**src/hw/dac_update_defines.svh**
```systemverilog
// Register map, field positions and reset values of the dual converter update block
// Overview of operation
// Control bits 2:0 pick one of five word placements across high and low bytes.
// Format 000: word is high[3:0] then the whole low byte.
// Format 001: word is high[4:0] then low[7:1].
// Format 010: word is high[5:0] then low[7:2].
// Format 011: word is high[6:0] then low[7:3].
// Format 1xx: word is the whole high byte then low[7:4].
// Mode 00 loads the converter latch when software writes the high byte.
// Modes 01, 10, 11 load the latch on timer 3, 4, 2 overflow.
// Control bit 7 enables the channel output; zero means pin off, shutdown.
// Control bits 6:5 read as zero and ignore written values.
// Second channel behaves like the first with its own fields and bytes.
// Both control registers share one address; page 0 or 1 picks the channel.
// Low byte write alone never changes the output; write low before high.
// Timer modes hold both bytes, latching their combination only on overflow.
// Latched code is 12-bit unsigned, 000 through fff.
// After reset control reads zero: disabled, write mode, format 000.
// Timer logic gives a one-cycle, clock-synchronous overflow strobe per timer.
`ifndef DAC_UPDATE_DEFINES_SVH
`define DAC_UPDATE_DEFINES_SVH

`define CONV_ADDR_LOW      8'hd2
`define CONV_ADDR_HIGH     8'hd3
`define CONV_ADDR_CTRL     8'hd4
`define CONV_PAGE_A        8'h00
`define CONV_PAGE_B        8'h01

`define CONV_LOW_RESET     8'h00
`define CONV_HIGH_RESET    8'h00
`define CONV_CTRL_RESET    8'h00
`define CONV_CODE_RESET    12'h000
`define CONV_RDATA_RESET   8'h00

`define CTRL_ENABLE_BIT    7
`define CTRL_MODE_MSB      4
`define CTRL_MODE_LSB      3
`define CTRL_FORMAT_MSB    2
`define CTRL_FORMAT_LSB    0
`define CTRL_WRITE_MASK    8'h9f

`endif

```
**src/hw/dac_update_pkg.sv**
```systemverilog
// Types and the word placement function of the dual converter update block
package dac_update_pkg;

    typedef enum logic [1:0] {
        MODE_ON_WRITE = 2'b00,
        MODE_TIMER3   = 2'b01,
        MODE_TIMER4   = 2'b10,
        MODE_TIMER2   = 2'b11
    } update_mode_type;

    typedef struct packed {
        logic            enable;
        logic [1:0]      unused;
        update_mode_type mode;
        logic [2:0]      format;
    } conv_ctrl_type;

    typedef struct packed {
        logic       timer2;
        logic       timer3;
        logic       timer4;
    } timer_strobe_type;

    typedef struct packed {
        logic [7:0] addr;
        logic [7:0] page;
        logic       wr;
        logic       rd;
        logic [7:0] wdata;
    } sfr_req_type;

    // Places the 12-bit word out of the two data bytes
    function automatic logic [11:0] assemble_word(input logic [2:0] format,
                                                  input logic [7:0] high,
                                                  input logic [7:0] low);
        logic [11:0] word;
        word = 12'h000;
        casez (format)
            3'b000:  word = {high[3:0], low[7:0]};
            3'b001:  word = {high[4:0], low[7:1]};
            3'b010:  word = {high[5:0], low[7:2]};
            3'b011:  word = {high[6:0], low[7:3]};
            default: word = {high[7:0], low[7:4]};
        endcase
        return word;
    endfunction : assemble_word

    function automatic logic select_strobe(input update_mode_type mode,
                                           input timer_strobe_type strobes);
        logic hit;
        hit = 1'b0;
        unique case (mode)
            MODE_ON_WRITE: hit = 1'b0;
            MODE_TIMER3:   hit = strobes.timer3;
            MODE_TIMER4:   hit = strobes.timer4;
            MODE_TIMER2:   hit = strobes.timer2;
        endcase
        return hit;
    endfunction : select_strobe

endpackage : dac_update_pkg

```
**src/hw/conv_channel_latch.sv**
```systemverilog
// Converter input latch of one channel with its update trigger selection
`timescale 1ns/10ps
`include "dac_update_defines.svh"
module conv_channel_latch (
    input  wire logic                             clk_sys_in,
    input  wire logic                             rstn_in,
    input  wire dac_update_pkg::conv_ctrl_type    ctrl_in,
    input  wire logic [7:0]                       high_in,
    input  wire logic [7:0]                       low_in,
    input  wire logic                             high_wr_in,
    input  wire logic [7:0]                       high_wdata_in,
    input  wire dac_update_pkg::timer_strobe_type strobes_in,
    output logic [11:0]                           code_out
);
    import dac_update_pkg::*;

    logic        on_write;
    logic        timer_hit;
    logic        load_now;
    logic [7:0]  load_high;
    logic [11:0] next_code;

    assign on_write  = (ctrl_in.mode == MODE_ON_WRITE);
    // Relies on single-cycle strobes so one overflow loads once
    assign timer_hit = select_strobe(ctrl_in.mode, strobes_in);
    // In write mode only the high byte write loads; low byte writes just wait
    assign load_now  = on_write ? high_wr_in : timer_hit;
    // Write mode uses the byte being written so the new value shows at once
    assign load_high = on_write ? high_wdata_in : high_in;
    assign next_code = assemble_word(ctrl_in.format, load_high, low_in);

    always_ff @(posedge clk_sys_in or negedge rstn_in) begin
        if (!rstn_in) begin
            code_out <= `CONV_CODE_RESET;
        end else if (load_now) begin
            code_out <= next_code;
        end
    end

endmodule : conv_channel_latch

```
**src/hw/dual_dac_data_update_control.sv**
```systemverilog
// Register file and two channel latches of the dual converter update block
`timescale 1ns/10ps
`include "dac_update_defines.svh"
module dual_dac_data_update_control (
    input  wire logic                             clk_sys_in,
    input  wire logic                             rstn_in,
    input  wire dac_update_pkg::sfr_req_type      sfr_req_in,
    input  wire dac_update_pkg::timer_strobe_type strobes_in,
    output logic [7:0]                            sfr_rdata_out,
    output logic                                  sfr_rvalid_out,
    output logic [11:0]                           converter_channel_a_code_out,
    output logic [11:0]                           converter_channel_b_code_out,
    output logic                                  conv0_enable_out,
    output logic                                  conv1_enable_out
);
    import dac_update_pkg::*;

    // Channel selection by register page
    logic          page_a;
    logic          page_b;
    logic          at_low;
    logic          at_high;
    logic          at_ctrl;
    logic          mapped;

    logic          wr_low_a;
    logic          wr_high_a;
    logic          wr_ctrl_a;
    logic          wr_low_b;
    logic          wr_high_b;
    logic          wr_ctrl_b;

    logic [7:0]    conv0_data_low_byte;
    logic [7:0]    conv0_data_high_byte;
    conv_ctrl_type conv0_control;
    logic [7:0]    conv1_data_low_byte;
    logic [7:0]    conv1_data_high_byte;
    conv_ctrl_type conv1_control;

    conv_ctrl_type next_ctrl;
    logic [7:0]    read_a;
    logic [7:0]    read_b;
    logic [7:0]    next_rdata;

    assign page_a   = (sfr_req_in.page == `CONV_PAGE_A);
    assign page_b   = (sfr_req_in.page == `CONV_PAGE_B);
    assign at_low   = (sfr_req_in.addr == `CONV_ADDR_LOW);
    assign at_high  = (sfr_req_in.addr == `CONV_ADDR_HIGH);
    assign at_ctrl  = (sfr_req_in.addr == `CONV_ADDR_CTRL);
    assign mapped   = (page_a || page_b) && (at_low || at_high || at_ctrl);

    assign wr_low_a  = sfr_req_in.wr && page_a && at_low;
    assign wr_high_a = sfr_req_in.wr && page_a && at_high;
    assign wr_ctrl_a = sfr_req_in.wr && page_a && at_ctrl;
    assign wr_low_b  = sfr_req_in.wr && page_b && at_low;
    assign wr_high_b = sfr_req_in.wr && page_b && at_high;
    assign wr_ctrl_b = sfr_req_in.wr && page_b && at_ctrl;

    // Unused control bits are dropped on write so they always read zero
    assign next_ctrl = conv_ctrl_type'(sfr_req_in.wdata & `CTRL_WRITE_MASK);

    // One byte select serves both pages
    function automatic logic [7:0] read_select(input logic          sel_low,
                                               input logic          sel_high,
                                               input logic          sel_ctrl,
                                               input logic [7:0]    low,
                                               input logic [7:0]    high,
                                               input conv_ctrl_type ctrl);
        logic [7:0] byte_out;
        byte_out = 8'h00;
        if (sel_low) begin
            byte_out = low;
        end else if (sel_high) begin
            byte_out = high;
        end else if (sel_ctrl) begin
            byte_out = 8'(ctrl);
        end
        return byte_out;
    endfunction : read_select

    assign read_a = read_select(at_low, at_high, at_ctrl,
                                conv0_data_low_byte, conv0_data_high_byte, conv0_control);
    assign read_b = read_select(at_low, at_high, at_ctrl,
                                conv1_data_low_byte, conv1_data_high_byte, conv1_control);
    // Unmapped addresses answer zero rather than holding the old byte
    assign next_rdata = page_a ? read_a :
                        page_b ? read_b : `CONV_RDATA_RESET;

    // First channel registers
    always_ff @(posedge clk_sys_in or negedge rstn_in) begin
        if (!rstn_in) begin
            conv0_data_low_byte  <= `CONV_LOW_RESET;
            conv0_data_high_byte <= `CONV_HIGH_RESET;
            conv0_control        <= conv_ctrl_type'(`CONV_CTRL_RESET);
        end else begin
            if (wr_low_a) begin
                conv0_data_low_byte <= sfr_req_in.wdata;
            end
            if (wr_high_a) begin
                conv0_data_high_byte <= sfr_req_in.wdata;
            end
            if (wr_ctrl_a) begin
                conv0_control <= next_ctrl;
            end
        end
    end

    // Second channel registers, same layout
    always_ff @(posedge clk_sys_in or negedge rstn_in) begin
        if (!rstn_in) begin
            conv1_data_low_byte  <= `CONV_LOW_RESET;
            conv1_data_high_byte <= `CONV_HIGH_RESET;
            conv1_control        <= conv_ctrl_type'(`CONV_CTRL_RESET);
        end else begin
            if (wr_low_b) begin
                conv1_data_low_byte <= sfr_req_in.wdata;
            end
            if (wr_high_b) begin
                conv1_data_high_byte <= sfr_req_in.wdata;
            end
            if (wr_ctrl_b) begin
                conv1_control <= next_ctrl;
            end
        end
    end

    // Read data lands one cycle after the read strobe
    always_ff @(posedge clk_sys_in or negedge rstn_in) begin
        if (!rstn_in) begin
            sfr_rdata_out  <= `CONV_RDATA_RESET;
            sfr_rvalid_out <= 1'b0;
        end else begin
            sfr_rdata_out  <= sfr_req_in.rd ? (mapped ? next_rdata : 8'h00) : `CONV_RDATA_RESET;
            sfr_rvalid_out <= sfr_req_in.rd;
        end
    end

    // Enable follows the control bit one cycle later, from its own flop
    always_ff @(posedge clk_sys_in or negedge rstn_in) begin
        if (!rstn_in) begin
            conv0_enable_out <= 1'b0;
            conv1_enable_out <= 1'b0;
        end else begin
            conv0_enable_out <= conv0_control.enable;
            conv1_enable_out <= conv1_control.enable;
        end
    end

    // Latches keep loading while disabled so the code is ready at enable
    conv_channel_latch latch_a (
        .clk_sys_in    (clk_sys_in),
        .rstn_in       (rstn_in),
        .ctrl_in       (conv0_control),
        .high_in       (conv0_data_high_byte),
        .low_in        (conv0_data_low_byte),
        .high_wr_in    (wr_high_a),
        .high_wdata_in (sfr_req_in.wdata),
        .strobes_in    (strobes_in),
        .code_out      (converter_channel_a_code_out)
    );

    conv_channel_latch latch_b (
        .clk_sys_in    (clk_sys_in),
        .rstn_in       (rstn_in),
        .ctrl_in       (conv1_control),
        .high_in       (conv1_data_high_byte),
        .low_in        (conv1_data_low_byte),
        .high_wr_in    (wr_high_b),
        .high_wdata_in (sfr_req_in.wdata),
        .strobes_in    (strobes_in),
        .code_out      (converter_channel_b_code_out)
    );

endmodule : dual_dac_data_update_control

```
**config.mk**
```make
export PLATFORM = sky130hd
export DESIGN_NAME = dual_dac_data_update_control
export DESIGN_NICKNAME = d
export VERILOG_FILES = /design/src/hw/dac_update_pkg.sv /design/src/hw/conv_channel_latch.sv /design/src/hw/dual_dac_data_update_control.sv
export VERILOG_INCLUDE_DIRS = /design/src /design/src/hw
export SDC_FILE = /design/constraint.sdc
export NUM_CORES = 1
export LEC_CHECK = 0
export BUFFER_PORTS_ARGS = -buffer_cell sky130_fd_sc_hd__buf_2
export CORE_ASPECT_RATIO = 0.9
export CORE_MARGIN = 1.5
export CORE_UTILIZATION = 35
export DETAILED_ROUTE_END_ITERATION = 10
export PLACE_DENSITY = 0.51
export SLEW_MARGIN = 5
export SYNTH_ARGS = -nofsm -noshare
export SYNTH_HDL_FRONTEND = slang
export SYNTH_SLANG_ARGS = --single-unit
```
**constraint.sdc**
```tcl
create_clock -name clk_sys_in -period 4.1 [get_ports clk_sys_in]
set_clock_uncertainty 0.2 [all_clocks]
set_input_delay 0.205 -clock clk_sys_in [delete_from_list [all_inputs] [get_ports clk_sys_in]]
set_output_delay 0.205 -clock clk_sys_in [all_outputs]
set_load 0.02 [all_outputs]
```
After elaboration in Yosys (flattened, before gate mapping) --
Cells that the tools add are included.
Storage, ports and cells: register bits after elaboration 79, bits in latches 0, bits in writable memories 0, ROM bits 0, input port bits 31, output and inout bits 35, memories kept 0
Cells by class: $add $sub $neg 0, $mul 0, divide/modulo/power cells 0, $lt $le $gt $ge 0, equality and inequality tests 16, shift-type cells 0, multiplexer cells 18, bitwise gates (word level) 0, reduce and logical (&&, ||, !) cells 17
Operators with widths (count):
- 2-to-1 mux 8 bit | 12
- one-hot mux 12 bit (4 select lines) | 2
- equality test 8 bit, second input constant | 3
- equality test 3 x 2 -> 1 bit, second input constant | 4
- logical AND 1 bit | 9
- equality test 2 bit, second input constant | 4
- equality test 8 x 1 -> 1 bit, second input constant | 1
- logical NOT 8 bit | 1
- equality test 3 x 1 -> 1 bit, second input constant | 2
- logical NOT 3 bit | 2
- one-hot mux 1 bit (3 select lines) | 2
- equality test 2 x 1 -> 1 bit, second input constant | 2
- logical NOT 2 bit | 2
- logical OR 1 bit | 3
- 2-to-1 mux 1 bit | 2

Longest topological paths before layout --
Gate-level depths: netlist (run 1).
word-level depth 8, gate-level depth with buffers 7, gate-level depth less buffers 5

Hierarchy --
From an unflattened synthesis (run 1), not the netlist that was laid out.
Second synthesis, totals: cells, all modules 400, area, all modules 4610.7 µm²
By module, submodules not included:
- dual_dac_data_update_control | times used 1, cells each 174, area an instance 2478.6 µm², seq. area each 1376.3 µm²
- conv_channel_latch | times used 2, cells each 113, area an instance 1066.0 µm², seq. area each 300.3 µm²

Least setup slack after synthesis (run 1) --
OpenSTA, ideal clock, no wires.
kind register to register, start reg conv1_control[3] (netlist bit), end reg latch_b.code_out[11], data arrival time 1.970 ns, data required time 3.763 ns, path slack 1.793 ns, stages on the path, launching flop included 7, path buffers 1, path through dfrtp_1 -> or2_2 -> clkbuf_1 -> mux2_2 -> mux2_2 -> a222oi_1 -> a21oi_1
On the way: longest elaborated chain between the ends 3, elaborated cells between the ends (all ways) 8
Ends and longest elaborated chain:
- start: declaration | line dual_dac_data_update_control.sv:38 | conv_ctrl_type conv1_control;
- start signal: assignment | line dual_dac_data_update_control.sv:113 | conv1_control <= conv_ctrl_type'(`CONV_CTRL_RESET);
- start signal: assignment | line dual_dac_data_update_control.sv:122 | conv1_control <= next_ctrl;
- equality test 2 bit (tied with other cells) | line dac_update_pkg.sv:52 | unique case (mode)
- one-hot mux 1 bit (3 select lines) or 2-to-1 mux 8 bit (tied branches) | line dac_update_pkg.sv:52, conv_channel_latch.sv:29
- 2-to-1 mux 1 bit or one-hot mux 12 bit (4 select lines) (tied branches) | line conv_channel_latch.sv:27, dac_update_pkg.sv:38
- end signal: assignment | line conv_channel_latch.sv:34 | code_out <= `CONV_CODE_RESET;
- end signal: assignment | line conv_channel_latch.sv:36 | code_out <= next_code;
- end: declaration | line conv_channel_latch.sv:13 | output logic [11:0] code_out
Parallel ways exist; a longest one is shown, timed or not. A chain may end at the register's enable or synchronous reset.

Worst setup path in the final report (run 1) --
start reg conv1_control[3] (netlist bit), end reg latch_b.code_out[10]
The elaborated chain is that of the path after synthesis.

==> results.toml, run 1 <==
[synth]
seq_area_frac_synth_pct = 44.5
syn_inst = 390
yosys_warnings = 0
yosys_register_bits = 79
synth_top_area_cell = "dfrtp_1"
synthTopCellsByArea = "dfrtp_1, mux2_2, mux2i_1"
yosys.area.top_type_share_pct = 44.5
synth_cell_types = 46
synth.avg_cell_area_um2 = 11.4
syn-num-nets = 421
syn-cell-area_mm2 = 0.00444

[worst_setup_path]
path_cells = "or2_2 > o41ai_4 > buf_4 > mux2_2"
critical_path_cell_count = 4
arrival_ns = 2.49
start_kind = "register"
reg2reg_depth = 4
critPathKind = "reg2reg"
cp.buffers_inverters = 1
r2r_setup_slack_ns = 1.64
crit_path_end_kind = "register"
reg2reg_to = "latch_b.code_out[10]"
crit_fanout = 12
cp_slowest_cell = "o41ai_4"
worstSetupStartpoint = "conv1_control[3]"
timing.rr.start = "conv1_control[3]"
max_stage_delay_ns = 0.60
critPathTopFamily = "compound AO/OA/AOI/OAI gates"
worstPathRequired_ns = 4.13

[layout]
fin_nets = 483
diodes = 0
utilization_pct = 42.8
drive_gt1_share_pct = 38.0
area_growth_pct = 17.5
nFillCells = 1178

[global_route]
overflow = 0
grt_pass1_wl_um = 18900
grt_max_degree = 80
antenna_found_initial = 0
grt_pass1_vias = 3323
grt_usage_pct = 19.2

[hold_path]
hp-class = "in2reg"
min_to = "conv1_control[1]"
min_from = "sfr_req_in[1]"
hold_depth = 3

[floorplanning]
die_area_mm2 = 0.0134
die_y_um = 110
chipWidth_um = 122
initial_utilization_pct = 36.4
core_mm2 = 0.0122
num_io_pins = 66
rows = 38

[sta]
rsz0062_at_grt = "no"
setup_tns_ns = 0
hold_viol = 0
setup_violations = 0
period_share_pct = 60.1
holdWs_ns = 0.0518
fmax_mhz = 406
fin_crit_ns = 2.46
slew_violations = 0
worst-slew-pin-transition_ns = 1.11
max_slew_margin_pct = 25.5

[detailed_routing]
num_vias = 3327
vias_per_cell = 5.41
first_pass_iters = 4
finalWirelength_um = 11900
dr.first_iter.drc_count = 191
avgRoutedWirePerCell_um = 19.3
drtAntennaViolNets = 0
route.detailed.drc = 0

[clock_tree]
cts.clk_slew.worst_paths_ns = 0.06
htree_num_levels = 3
clock_latency_ns = 0.34
cts.path.max_buffers = 2
clock-root-buffer = "clkbuf_16"
cts_tree = "done"
numCtsBuffers = 9
cts_setup_buffers = 0
clkSinkCount = 79

[run]
max_cap_viol_count = 0

[power]
power.leakage_nw = 2.46
ir_worst_vdd_v = 0.000170
p_per_area_mw_per_mm2 = 308

[status]
status = "completed"

[placed_design]
io_buffers = 65
dp_hpwl_um = 8560
gp_congestion = 0.866
[power breakdown]
group | leakage, nW | switching, W | internal (W)
Combinational | 1.24 | 0.0000564 | 0.0000276
Clock | 0.132 | 0.000307 | 0.000436
Sequential | 1.09 | 0.000000954 | 0.000782
Total | 2.46 | 0.000364 | 0.00125
[synth_stat cells (all sizes together)]
cell type / count
a22o: 1
a221oi: 4
o211ai: 3
clkbuf: 16
a22oi: 4
a211oi: 6
or4: 2
nand2b: 2
inv: 8
dfrtp: 79
mux2i: 32
o21a: 3
nand2: 32
o21ai: 12
nand3b: 1
or3: 2
a21oi: 20
or2: 2
a211o: 7
a31oi: 4
and3: 4
a222oi: 4
nor2: 27
nor2b: 6
and4bb: 1
nor3: 7
mux2: 74
and4: 1
mux4: 8
nor4: 4
o41ai: 1
buf: 6
a21o: 1
nand3: 4
o41a: 1
o311ai: 1
[layout make-up]
| cell class | instances | area [um2] | area share, % |
|---|---|---|---|
| multi-input cells | 281 | 2360 | 45.1 |
| flip-flops and latches | 79 | 1980 | 37.8 |
| repair buffers | 73 | 395 | 7.57 |
| clock buffers | 13 | 260 | 4.98 |
| well taps | 160 | 200 | 3.83 |
| inverters | 8 | 30.0 | 0.575 |
| clock inverters | 1 | 5.00 | 0.0958 |
[tightest hold or removal path: stages]
cell	delay, ns
buf_2	0.18
nand2_1	0.08
o21ai_0	0.07
[cell usage in the layout (no fill, tap or decap), drive strengths merged]
cell type     n
or3           2
o41ai         1
nor3          7
clkbuf       13
and4          1
nand3b        1
or2           2
nor2b         6
nand2b        2
nand3         4
nor2         27
inv           8
a222oi        4
o311ai        1
o21a          3
buf          70
a21oi        20
a211oi        6
and4bb        1
nor4          4
mux2         74
o211ai        3
and3          4
a221oi        4
dfrtp        79
mux2i        32
a22o          1
or4           2
o21ai        12
nand2        32
a211o         7
a31oi         4
o41a          1
mux4          8
a21o          1
dlygate4sd3   3
clkinv        1
a22oi         4
[metal layers]
layer  global-route usage (%)  vias up  share of wire (%)
met3                     4.51       11                4.3
met2                     29.7       71                 44
met1                     27.1     1673                 50
met4                     5.04        0               0.98
met5                        0        -                  0
li1                         -     1572                  -
[cell families after synthesis]
family	count (synthesis)	share of synthesized area, %
buffers and inverters	30	2.76
AO/OA/AOI/OAI	72	11.1
flip-flops	79	44.5
AND/OR/NAND/NOR	95	11.2
multiplexers	114	30.4
[worst max-delay path by stage]
stage	to	slack, ns
after floorplan	latch_b.code_out[11]	1.79
after global placement	latch_b.code_out[10]	1.45
after detailed placement	latch_a.code_out[10]	1.43
after CTS	latch_b.code_out[10]	1.60
after global routing	latch_b.code_out[10]	1.47
final	latch_b.code_out[10]	1.64
[metrics by stage]
stage                     cells  setup WS [ns]  cell area, um2  power (W)
after floorplan             390           1.79            4440   0.000828
after global placement      598           1.45            4930   0.000879
after detailed placement    598           1.43            4930   0.000880
after CTS                   615           1.60            5220    0.00163
after global routing        615           1.47            5220    0.00167
final                       615           1.64            5220    0.00161
[sequential cells by signal (all words and copies together), names as in the netlist]
name                  count
conv0_data_high_byte      8
conv1_enable_out          1
conv1_data_high_byte      8
sfr_rdata_out             8
latch_a.code_out         12
conv0_enable_out          1
conv0_control             6
conv1_data_low_byte       8
latch_b.code_out         12
conv0_data_low_byte       8
conv1_control             6
sfr_rvalid_out            1
[what timing repair did]
action	in CTS	in global routing
hold endpoints to repair	84	0
hold buffers	3	0
setup endpoints to repair	0	0
resized for setup	0	0
No activity file was read; power rests on OpenSTA's default activity.
==> run 2: changes to the inputs <==
- ABC_AREA: unset -> 1
- clock period: 4.1 -> 2.5 ns (I/O delays scaled with it)
==> run 2 against run 1 <==
The run now ends with negative hold slack left. Power grew 71%. Critical path depth grew 4. Count of clock-buffer cells in the layout shrank 2. Combinational power grew 87%. Flip-flop and latch count is the same. Final cell count grew 51%. Synthesized cell count grew 79%. Non-clock buffer count grew 4. Register-to-register slack lost 1.4 ns. Critical endpoint is now latch_b.code_out[9]. Largest cell class unchanged.
==> results.toml, run 2 <==
[sta]
fin_crit_ns = 2.24
worst-slew-pin-transition_ns = 1.29
slew_violations = 0
setup_violations = 0
rsz0062_at_grt = "no"
max_slew_margin_pct = 13.5
holdWs_ns = -0.0112
hold_viol = 1
setup_tns_ns = 0
fmax_mhz = 446
period_share_pct = 89.7

[synth]
async_flop_share_pct = 100
syn-cell-area_mm2 = 0.00486
synth_common_cells = "nand2_1, nand3_1, dfrtp_1"
syn-num-nets = 729
synth_cell_types = 31
synth_top_area_cell = "dfrtp_1"
seq_area_frac_synth_pct = 40.7
synth_ff_type = "dfrtp_1"
yosys.area.top_type_share_pct = 40.7
synth.avg_cell_area_um2 = 6.96
synthTopCellsByArea = "dfrtp_1, nand2_1, nand3_1"
syn_inst = 698
yosys_warnings = 0
yosys_register_bits = 79
synth_edf_count = 0
synth.most_common_cell = "nand2_1"

[floorplanning]
die_y_um = 115
die_area_mm2 = 0.0146
rows = 40
core_mm2 = 0.0135
chipWidth_um = 127
initial_utilization_pct = 36.1
num_io_pins = 66

[worst_setup_path]
cp-endpoint = "latch_b.code_out[9]"
crit_fanout = 12
start_kind = "register"
path_cells = "inv_1 > nor3_1 > nand3_1 > nand2_1 > nor2_1 > nand2_1 > nand2_1 > nand2_1"
reg2reg_to = "latch_b.code_out[9]"
worstSetupStartpoint = "conv1_control[0]"
max_stage_delay_ns = 0.97
crit_path_end_kind = "register"
cpMostUsedCell = "nand2_1"
r2r_setup_slack_ns = 0.26
worstPathRequired_ns = 2.59
timing.rr.start = "conv1_control[0]"
cp_slowest_cell = "nor3_1"
arrival_ns = 2.33
reg2reg_depth = 8
critPathKind = "reg2reg"

[status]
status = "finished, violations left"
violations = "negative hold slack"

[layout]
diodes = 0
top_regs = "latch_a.code_out (12), latch_b.code_out (12)"
drive_gt1_share_pct = 16.0
fin_nets = 789
layout_common_cells = "nand2_1, nand3_1, dfrtp_1, buf_2, inv_1"
final_common_cell = "nand2_1"
area_growth_pct = 15.8
nFillCells = 1400

[clock_tree]
cts_setup_buffers = 0
ctsResizeCount = 0
cts_tree = "done"
numCtsBuffers = 9
clock_latency_ns = 0.35
htree_num_levels = 3
clock-root-buffer = "clkbuf_16"
cts.path.max_buffers = 2
clkSinkCount = 79
cts.clk_slew.worst_paths_ns = 0.06
hold_buffers = 2

[detailed_routing]
route.detailed.drc = 0
num_vias = 4834
first_pass_iters = 5
vias_per_cell = 5.19
drtAntennaViolNets = 0
avgRoutedWirePerCell_um = 15.9
finalWirelength_um = 14800
dr.first_iter.drc_count = 499

[power]
power.total_w = 0.00276
p_per_area_mw_per_mm2 = 490
power.leakage_nw = 2.93
ir_worst_vdd_v = 0.000336

[placed_design]
gp_congestion = 0.883
dp_hpwl_um = 10700
io_buffers = 65

[global_route]
antenna_found_initial = 0
overflow = 0
grt_max_degree = 48
grt_pass1_vias = 4421
grt_pass1_wl_um = 23800
grt_usage_pct = 21.4

[hold_path]
hp-class = "in2reg"

[run]
max_cap_viol_count = 0
run 2: changes by cell type after synthesis, sizes merged, moves of 26 or more:
cell,change
nand2,+229
nor2,+26
o21ai,+44
inv,+55
mux2i,-32
nand3,+113
mux2,-74
run 2: per-layer routing:
layer | share of wire (%) | vias to the layer above | global-route usage [%] | wire length, um
met1 | 48 | 2234 | 30.4 | 7090
met2 | 43 | 202 | 31.8 | 6320
met5 | 0 | - | 0 | 0
li1 | - | 2371 | - | -
met3 | 7.8 | 27 | 5.72 | 1150
met4 | 1.9 | 0 | 6.74 | 282
run 2: area by class of cell:
| type | count | area [um2] | area share, % |
|---|---|---|---|
| clock buffers | 11 | 233 | 4.14 |
| clock inverters | 5 | 58.8 | 1.05 |
| inverters | 66 | 253 | 4.49 |
| multi-input cells | 525 | 2460 | 43.7 |
| flip-flops and latches | 79 | 1980 | 35.2 |
| well taps | 168 | 210 | 3.74 |
| repair buffers | 77 | 435 | 7.74 |
run 2: critical path: cells and delay by family (launching register included):
kind / cells / cell delay, ns
AND/OR/NAND/NOR: 7 / 1.49
flip-flops: 1 / 0.44
buffers and inverters: 1 / 0.06
run 2: cell families (layout without fill, tap and decap cells):
family	Yosys count	after routing	synth area share [%]
AND/OR/NAND/NOR	452	452	42.3
buffers and inverters	94	159	8.71
AO/OA/AOI/OAI	73	73	8.24
flip-flops	79	79	40.7
run 2: worst min path at each step:
stage	startpoint	endpoint	slack, ns	cells past startpoint
6_report	sfr_req_in[6]	conv1_data_high_byte[6]	-0.01	3
3_5_place_dp	rstn_in	conv1_data_low_byte[3]	0.006	1
5_1_grt	sfr_req_in[6]	conv1_data_high_byte[6]	0.007	3
2_1_floorplan	rstn_in	conv0_control[0]	-0.37	0
4_1_cts	sfr_req_in[1]	conv1_control[1]	0.0007	3
3_3_place_gp	rstn_in	latch_b.code_out[2]	-0.001	1
run 2: per-stage QoR:
step	std cells	util (%)	hold WS, ns	setup slack (ns)	area [um2]
5_1_grt	931	41.8	0.00745	0.0373	5620
6_report	931	41.8	-0.0112	0.258	5620
4_1_cts	931	41.8	0.000734	0.312	5620
3_3_place_gp	913	39.5	-0.00130	0.412	5310
2_1_floorplan	698	-	-0.371	0.924	4860
3_5_place_dp	913	39.5	0.00639	0.324	5310
run 2: power breakdown:
part / total [W] / switching, W / internal [W]
Clock: 0.00132 / 0.000546 / 0.000774
Sequential: 0.00128 / 0.000000870 / 0.00128
Combinational: 0.000157 / 0.000114 / 0.0000425
